`config.mk`:
```
export PLATFORM = sky130hd
export DESIGN_NAME = sscm_core
export DESIGN_NICKNAME = d
export VERILOG_FILES = /design/src/core/sscm_pkg.sv /design/src/core/sscm_core.sv
export SDC_FILE = /design/constraint.sdc
export NUM_CORES = 1
export LEC_CHECK = 0
export BUFFER_PORTS_ARGS = -buffer_cell sky130_fd_sc_hd__buf_2
export CAP_MARGIN = 20
export CORE_UTILIZATION = 50
export CTS_BUF_LIST = sky130_fd_sc_hd__clkbuf_4 sky130_fd_sc_hd__clkbuf_8 sky130_fd_sc_hd__clkbuf_16
export CTS_CLUSTER_DIAMETER = 150
export CTS_CLUSTER_SIZE = 30
export DETAILED_ROUTE_END_ITERATION = 8
export PLACE_DENSITY = 0.78
export SYNTH_ARGS = -nofsm -noshare
export SYNTH_HDL_FRONTEND = slang
export SYNTH_SLANG_ARGS = --single-unit
export TNS_END_PERCENT = 20
```
`constraint.sdc`:
```
create_clock -name ref_clk -period 4.65 [get_ports ref_clk]
set_input_delay 0 -clock ref_clk [delete_from_list [all_inputs] [get_ports ref_clk]]
set_output_delay 0 -clock ref_clk [all_outputs]
set_load 0.005 [all_outputs]
```
`src/core/sscm_pkg.sv`:
```
// constants, field layout and types for the scan sequencer channel map
`default_nettype none
package sscm_pkg;
   // clock and step times
   localparam int unsigned CLK_HZ = 20_000_000;
   localparam int unsigned SW_STEP_US = 20; // output-switch step
   localparam int unsigned MUX_STEP_US = 4; // mux settle step
   localparam int unsigned SW_STEP_CYC = SW_STEP_US * (CLK_HZ / 1_000_000);
   localparam int unsigned MUX_STEP_CYC = MUX_STEP_US * (CLK_HZ / 1_000_000);
   // register addresses
   localparam logic [3:0] ADDR_SEQ = 4'h4;
   localparam logic [3:0] ADDR_MAP = 4'h5;
   // sequencer control field positions and reset values
   localparam int unsigned SEQ_SW_BIT = 10;
   localparam int unsigned SEQ_MUX_BIT = 9;
   localparam int unsigned SEQ_RDY_BIT = 8;
   localparam int unsigned SEQ_FREQ_LSB = 0;
   localparam logic [1:0] FREQ_RST = 2'h1;
   // scan positions that are never valid
   localparam logic [2:0] POS_NONE = 3'h0;
   localparam logic [2:0] POS_RSVD = 3'h7;
   localparam int unsigned DATA_W = 24;
   localparam int unsigned CH_W = 8;
   // one channel's map byte, msb first
   typedef struct packed {
      logic [2:0] bump_sel;
      logic [2:0] position;
      logic scan_en;
      logic bump_en;
   } sscm_chan_s;
   // register access request
   typedef struct packed {
      logic wr;
      logic rd;
      logic [3:0] addr;
      logic [DATA_W-1:0] wdata;
   } sscm_req_s;
   typedef enum logic [1:0] {
      ST_IDLE,
      ST_SWITCH,
      ST_SETTLE,
      ST_CONVERT
   } sscm_state_e;
endpackage
`default_nettype wire

```
`src/core/sscm_core.sv`:
```
// scan sequencer control bits and channel map for channels 3 to 5
`default_nettype none
module sscm_core #(
   parameter int unsigned NCH = 3,
   parameter int unsigned CHAN_BASE = 3,
   parameter int unsigned NUM_SCAN = 6,
   parameter int unsigned GPO_NUM = 6,
   parameter int unsigned SW_LEN = sscm_pkg::SW_STEP_CYC,
   parameter int unsigned MUX_LEN = sscm_pkg::MUX_STEP_CYC
) (
   // clock and reset
   input wire logic ref_clk,
   input wire logic rst_b,
   // register access
   input wire sscm_pkg::sscm_req_s reg_req,
   output logic [sscm_pkg::DATA_W-1:0] reg_rdata,
   // delay values from the delay register
   input wire logic [7:0] switch_delay_steps,
   input wire logic [7:0] mux_delay_steps,
   // converter handshake
   input wire logic scan_start,
   input wire logic conv_done,
   output logic conv_start,
   // selection, bumps and data ready
   output logic [2:0] chan_select,
   output logic chan_select_valid,
   output logic [GPO_NUM-1:0] gpo_drive,
   output logic data_ready_n,
   // configuration and status
   output logic [1:0] fifo_clock_range,
   output logic output_mapping_error,
   output logic scan_order_error,
   output logic scan_active
);
   localparam int unsigned IW = (NCH > 1) ? $clog2(NCH) : 1;
   localparam logic [2:0] SCAN_MAX = 3'(NUM_SCAN);
   localparam logic [15:0] SW_L = 16'(SW_LEN);
   localparam logic [15:0] MUX_L = 16'(MUX_LEN);

   // refuse settings the logic cannot serve
   // dwell must hold 255 full steps, so step lengths stay below 4113
   if (NCH < 2 || NCH * sscm_pkg::CH_W > sscm_pkg::DATA_W || GPO_NUM > 8
       || NUM_SCAN > 6 || CHAN_BASE + NCH > 8 || SW_LEN < 1
       || MUX_LEN < 1 || SW_LEN > 4112 || MUX_LEN > 4112) begin : g_chk
      $error("sscm_core: unsupported parameters");
   end

   // register state
   logic sw_en, next_sw_en; // output-switch delay enable
   logic mux_en, next_mux_en; // mux settle delay enable
   logic rdy_sup, next_rdy_sup; // ready suppress
   logic [1:0] next_freq;
   logic [sscm_pkg::DATA_W-1:0] next_rdata;
   sscm_pkg::sscm_chan_s [NCH-1:0] map_q, next_map;
   logic wr_seq, wr_map; // decoded writes

   // scan state
   sscm_pkg::sscm_state_e state, next_state;
   logic [IW-1:0] sel_idx, next_sel_idx;
   logic [2:0] last_pos, next_last_pos; // position just visited
   logic [2:0] next_chan;
   logic next_valid, next_cs, next_rdy_n;
   logic [GPO_NUM-1:0] next_gpo;
   logic [7:0] steps, next_steps; // delay steps left
   logic [7:0] loaded, next_loaded; // steps loaded at entry
   logic [15:0] cyc, next_cyc; // cycles within a step
   logic [19:0] dwell, next_dwell; // cycles spent in state
   logic [15:0] step_len;
   logic found, do_pick;
   logic [IW-1:0] best_idx;
   logic [2:0] best_pos;
   logic next_map_err, next_ord_err;

   assign scan_active = (state != sscm_pkg::ST_IDLE);
   assign wr_seq = reg_req.wr && (reg_req.addr == sscm_pkg::ADDR_SEQ);
   assign wr_map = reg_req.wr && (reg_req.addr == sscm_pkg::ADDR_MAP);

   // register writes and read data
   always_comb begin
      next_sw_en = sw_en;
      next_mux_en = mux_en;
      next_rdy_sup = rdy_sup;
      next_freq = fifo_clock_range;
      next_map = map_q;
      next_rdata = reg_rdata;
      if (wr_seq) begin
         next_sw_en = reg_req.wdata[sscm_pkg::SEQ_SW_BIT];
         next_mux_en = reg_req.wdata[sscm_pkg::SEQ_MUX_BIT];
         next_rdy_sup = reg_req.wdata[sscm_pkg::SEQ_RDY_BIT];
         next_freq = reg_req.wdata[sscm_pkg::SEQ_FREQ_LSB +: 2];
      end
      // a write mid-scan is dropped so the walk stays coherent
      if (wr_map && !scan_active) begin
         next_map = reg_req.wdata[NCH*sscm_pkg::CH_W-1:0];
      end
      if (reg_req.rd) begin
         next_rdata = '0; // unmapped and reserved read zero
         case (reg_req.addr)
            sscm_pkg::ADDR_SEQ: begin
               next_rdata[sscm_pkg::SEQ_SW_BIT] = sw_en;
               next_rdata[sscm_pkg::SEQ_MUX_BIT] = mux_en;
               next_rdata[sscm_pkg::SEQ_RDY_BIT] = rdy_sup;
               next_rdata[sscm_pkg::SEQ_FREQ_LSB +: 2] = fifo_clock_range;
            end
            sscm_pkg::ADDR_MAP: next_rdata[NCH*sscm_pkg::CH_W-1:0] = map_q;
            default: next_rdata = '0;
         endcase
      end
   end

   // register flops
   always_ff @(posedge ref_clk or negedge rst_b) begin
      if (!rst_b) begin
         sw_en <= 1'b0;
         mux_en <= 1'b0;
         rdy_sup <= 1'b0;
         fifo_clock_range <= sscm_pkg::FREQ_RST;
         map_q <= '0;
         reg_rdata <= '0;
      end else begin
         sw_en <= next_sw_en;
         mux_en <= next_mux_en;
         rdy_sup <= next_rdy_sup;
         fifo_clock_range <= next_freq;
         map_q <= next_map;
         reg_rdata <= next_rdata;
      end
   end

   // next channel: lowest valid position above the last one
   always_comb begin
      found = 1'b0;
      best_idx = '0;
      best_pos = sscm_pkg::POS_RSVD;
      for (int i = 0; i < NCH; i++) begin
         if (map_q[i].scan_en
             && map_q[i].position > last_pos
             && map_q[i].position <= SCAN_MAX
             && map_q[i].position != sscm_pkg::POS_RSVD
             && (!found || map_q[i].position < best_pos)) begin
            found = 1'b1;
            best_idx = IW'(i);
            best_pos = map_q[i].position;
         end
      end
   end

   // scan walk: bump, switch delay, select, settle, convert
   always_comb begin
      next_state = state;
      next_sel_idx = sel_idx;
      next_last_pos = last_pos;
      next_chan = chan_select;
      next_valid = chan_select_valid;
      next_gpo = gpo_drive;
      next_cs = 1'b0;
      next_rdy_n = 1'b1;
      next_steps = steps;
      next_loaded = loaded;
      next_cyc = cyc;
      do_pick = 1'b0;
      step_len = (state == sscm_pkg::ST_SWITCH) ? SW_L : MUX_L;
      case (state)
         sscm_pkg::ST_IDLE: begin
            if (scan_start && found) begin
               do_pick = 1'b1;
            end
         end
         sscm_pkg::ST_SWITCH, sscm_pkg::ST_SETTLE: begin
            if (steps == 8'h00) begin
               if (state == sscm_pkg::ST_SWITCH) begin
                  next_valid = 1'b1;
                  next_state = sscm_pkg::ST_SETTLE;
                  next_steps = mux_en ? mux_delay_steps : 8'h00;
                  next_loaded = next_steps;
                  next_cyc = '0;
               end else begin
                  next_cs = 1'b1;
                  next_state = sscm_pkg::ST_CONVERT;
               end
            end else if (cyc == step_len - 16'h0001) begin
               next_cyc = '0;
               next_steps = steps - 8'h01;
            end else begin
               next_cyc = cyc + 16'h0001;
            end
         end
         sscm_pkg::ST_CONVERT: begin
            if (conv_done && found) begin
               next_rdy_n = rdy_sup;
               do_pick = 1'b1;
            end else if (conv_done) begin
               // scan over: release bump and selection
               next_rdy_n = 1'b0;
               next_valid = 1'b0;
               next_gpo = '0;
               next_last_pos = sscm_pkg::POS_NONE;
               next_state = sscm_pkg::ST_IDLE;
            end
         end
         default: next_state = sscm_pkg::ST_IDLE;
      endcase
      if (do_pick) begin
         next_sel_idx = best_idx;
         next_last_pos = best_pos;
         next_chan = 3'(CHAN_BASE) + 3'(best_idx);
         next_valid = 1'b0;
         next_gpo = '0;
         // out-of-range bump codes drive nothing
         if (map_q[best_idx].bump_en
             && {1'b0, map_q[best_idx].bump_sel} < 4'(GPO_NUM)) begin
            next_gpo[map_q[best_idx].bump_sel] = 1'b1;
         end
         next_state = sscm_pkg::ST_SWITCH;
         next_steps = sw_en ? switch_delay_steps : 8'h00;
         next_loaded = next_steps;
         next_cyc = '0;
      end
      next_dwell = (next_state != state) ? 20'h0_0000 : dwell + 20'h0_0001;
   end

   // scan flops
   always_ff @(posedge ref_clk or negedge rst_b) begin
      if (!rst_b) begin
         state <= sscm_pkg::ST_IDLE;
         sel_idx <= '0;
         last_pos <= sscm_pkg::POS_NONE;
         chan_select <= 3'h0;
         chan_select_valid <= 1'b0;
         gpo_drive <= '0;
         conv_start <= 1'b0;
         data_ready_n <= 1'b1;
         steps <= 8'h00;
         loaded <= 8'h00;
         cyc <= '0;
         dwell <= '0;
      end else begin
         state <= next_state;
         sel_idx <= next_sel_idx;
         last_pos <= next_last_pos;
         chan_select <= next_chan;
         chan_select_valid <= next_valid;
         gpo_drive <= next_gpo;
         conv_start <= next_cs;
         data_ready_n <= next_rdy_n;
         steps <= next_steps;
         loaded <= next_loaded;
         cyc <= next_cyc;
         dwell <= next_dwell;
      end
   end

   // error flags follow the map, one cycle behind
   always_comb begin
      next_map_err = 1'b0;
      next_ord_err = 1'b0;
      for (int i = 0; i < NCH; i++) begin
         if (map_q[i].scan_en && (map_q[i].position == sscm_pkg::POS_NONE
             || map_q[i].position == sscm_pkg::POS_RSVD
             || map_q[i].position > SCAN_MAX)) begin
            next_ord_err = 1'b1;
         end
         for (int j = i + 1; j < NCH; j++) begin
            if (map_q[i].bump_en && map_q[j].bump_en
                && map_q[i].bump_sel == map_q[j].bump_sel) begin
               next_map_err = 1'b1;
            end
         end
      end
   end

   // status flops
   always_ff @(posedge ref_clk or negedge rst_b) begin
      if (!rst_b) begin
         output_mapping_error <= 1'b0;
         scan_order_error <= 1'b0;
      end else begin
         output_mapping_error <= next_map_err;
         scan_order_error <= next_ord_err;
      end
   end
endmodule
`default_nettype wire

```
==> impl_metrics.toml <==
[status]
status = "completed"

[timing]
slew_headroom = 0.5045
tightest_slew_ns = 0.7433
min_period_ns = 4.237
setup_viol = 0
drv_slew = 0
hold_viol = 0
fin_setup_tns_ns = 0
fin_crit_sh = 0.9113
rsz0062_at_grt = "false"
clock_skew_ns = 0.01430
fmax_mhz = 236.0

[grt]
grt_pass1_wl_microns = 22500
antenna_found_initial = 0
grt_pass1_vias = 4768
grt-ovfl-total = 0
grt_usage = 0.2552
grt_max_degree = 50

[yosys]
ys_ff_latch = 96
synth_area_leaders = "dfrtp_1 (44%), ha_1 (4.7%), o21ai_0 (4.6%)"
netlist_instances = 578
synth_edf_count = 0
ys_warn_count = 0
async_reset_ff_frac = 1.000
synthDominantCellAreaShare = 0.4422
yosys.cell_types.count = 63
yosysSeqAreaShare = 0.4521
syn_avg_cell_area_sq_um = 9.202
netlist_area_sq_um = 5319
yosysTopAreaCell = "dfrtp_1"
synth_flop_cell = "dfrtp_1"
yosysMostFrequentCell = "dfrtp_1"
syn_nets = 648
synth_commonest_cells = "dfrtp_1 (94), nand2_1 (60), o21ai_0 (49)"

[clock_network]
cts_tree = "done"
htreeDepth = 3
numCtsBuffers = 9
clkLatencyLatePin_ns = 0.38
clkSlewWorstSetupHoldPaths_ns = 0.11
root_buffer = "clkbuf_8"
clk_path_buf_depth = 2
clock-sinks = 96

[floorplan]
coreArea_sq_um = 10320
fp.dieH_microns = 105.1
die_w_microns = 105.1
start_util = 0.5152
rows = 37
ios = 91
dieArea_sq_um = 11050

[placed_design]
portBuffers = 90
dpl_cell_area_sq_um = 5826
gp_congestion = 0.8362
hpwlAfterDp_microns = 9109

[hold_path]
worstHoldPathType = "in2reg"

[finish]
nets = 754
area_delta_synth_final_pct = 20.04
antenna_cells = 0
stdcell_area_sq_um = 6385
drive_gt1_frac = 0.2148

[critical_path]
critPathLaunchType = "flop"
crit_required_ns = 4.91
worst-path-max-fanout = 18
crit_arrival_ns = 4.49
cp-end-kind = "flop"
path_class = "reg2reg"

[detailed_routing]
vias = 4730
wl_per_cell_microns = 16.00
drtPass1Iterations = 5
first_iter_violations = 231
avgViaCountPerCell = 5.733
drt_wl_total_microns = 13200
drc = 0
drtAntennaViolNets = 0

[pwr]
leakage_nw = 2.983
ir_drop_uv = 137.9
power_density_nw_per_um2 = 234.6

[flow_run]
cap_violations = 0
[through the flow]
stage / instances / hold WS (ns) / setup slack, ns / util / power (mW)
2_1_floorplan: 578 / -0.2956 / 0.9191 / - / 0.9083
3_3_place_gp: 774 / 0.04020 / 0.5592 / 0.5643 / 0.9650
3_5_place_dp: 774 / 0.05259 / 0.3525 / 0.5643 / 0.9677
4_1_cts: 824 / 0.08425 / 0.3223 / 0.6153 / 1.511
5_1_grt: 825 / 0.09789 / 0.001204 / 0.6185 / 1.555
6_report: 825 / 0.1007 / 0.4125 / 0.6185 / 1.498
[cell type report]
cell class                      count  area (sq um)
Sequential cell                    96          2405
Tap cell                          136         170.2
Timing Repair Buffer              130         858.3
Fill cell                         882          3939
Clock inverter                      7         62.56
Multi-Input combinational cell    407          2615
Inverter                           40         150.1
Clock buffer                        9         123.9
[registers in the layout, indices dropped and copies added (netlist names), 3 cells and up]
name,cells
reg_rdata,24
map_q,24
chan_select,3
cyc,16
last_pos,3
steps,8
gpo_drive,6
[final timing paths]
kind,start,to,slack [ns],depth (start not counted)
worst max-delay path,map_q[3],gpo_drive[0],0.41,16
worst min-delay path,reg_req[24],reg_rdata[1],0.10,4
worst max register to register,map_q[3],gpo_drive[0],0.41,16
worst min register to register,chan_select[1],chan_select[1],0.50,2
max in group asynchronous,rst_b,cyc[2],3.40,3
min in group asynchronous,rst_b,reg_rdata[22],0.18,2
[worst max-delay path: stages, from the launching register on]
cell and delay, ns:
dfrtp_1 0.44, ha_1 0.32, nor2b_1 0.14, o31ai_2 0.32, or2_2 0.19, nor2_1 0.05, ha_1 0.32, o211ai_1 0.11
a211o_1 0.30, nand2_1 0.12, buf_4 0.21, o21ai_0 0.15, ha_1 0.24, a2111o_1 0.41, o22ai_4 0.39, nor3_1 0.12
a221o_1 0.28
[where the power goes]
part / internal, mW / total, mW / switching (mW)
Sequential: 0.851 / 0.874 / 0.0222
Clock: 0.207 / 0.525 / 0.319
Combinational: 0.0524 / 0.0992 / 0.0468
[routing by layer]
metal | global-route usage | vias up | wire length, microns
met5 | 0 | - | 0
met4 | 0.1147 | 0 | 348
met3 | 0.03244 | 31 | 460
met2 | 0.4347 | 135 | 6665
met1 | 0.3247 | 2285 | 5724
li1 | - | 2279 | -
[kinds of logic after synthesis]
family / share of synthesized area
adder cells (fa/ha/maj): 0.04705
buffers and inverters: 0.05716
AO/OA/AOI/OAI: 0.1790
AND/OR/NAND/NOR: 0.1863
multiplexers: 0.05364
XOR/XNOR: 0.02470
flip-flops: 0.4521
[what timing repair did]
item	in CTS	in global routing
resized for setup	0	1
endpoints found under the setup margin	0	9
hold buffers	34	0
setup buffers	0	0
hold endpoints to repair	84	0
[placed cells by master, fill, tap and decap left out, drive strengths merged, types with 6 or more instances in the layout]
master	n
buf	96
dfrtp	94
nand2	60
o21ai	57
inv	44
nor2	40
nand3	38
dlygate4sd3	34
a21oi	30
mux2	20
ha	20
a31oi	13
xnor2	11
nor3	10
clkbuf	9
nand4	7
mux2i	6
Note: power is estimated with default switching activity, not from simulation.
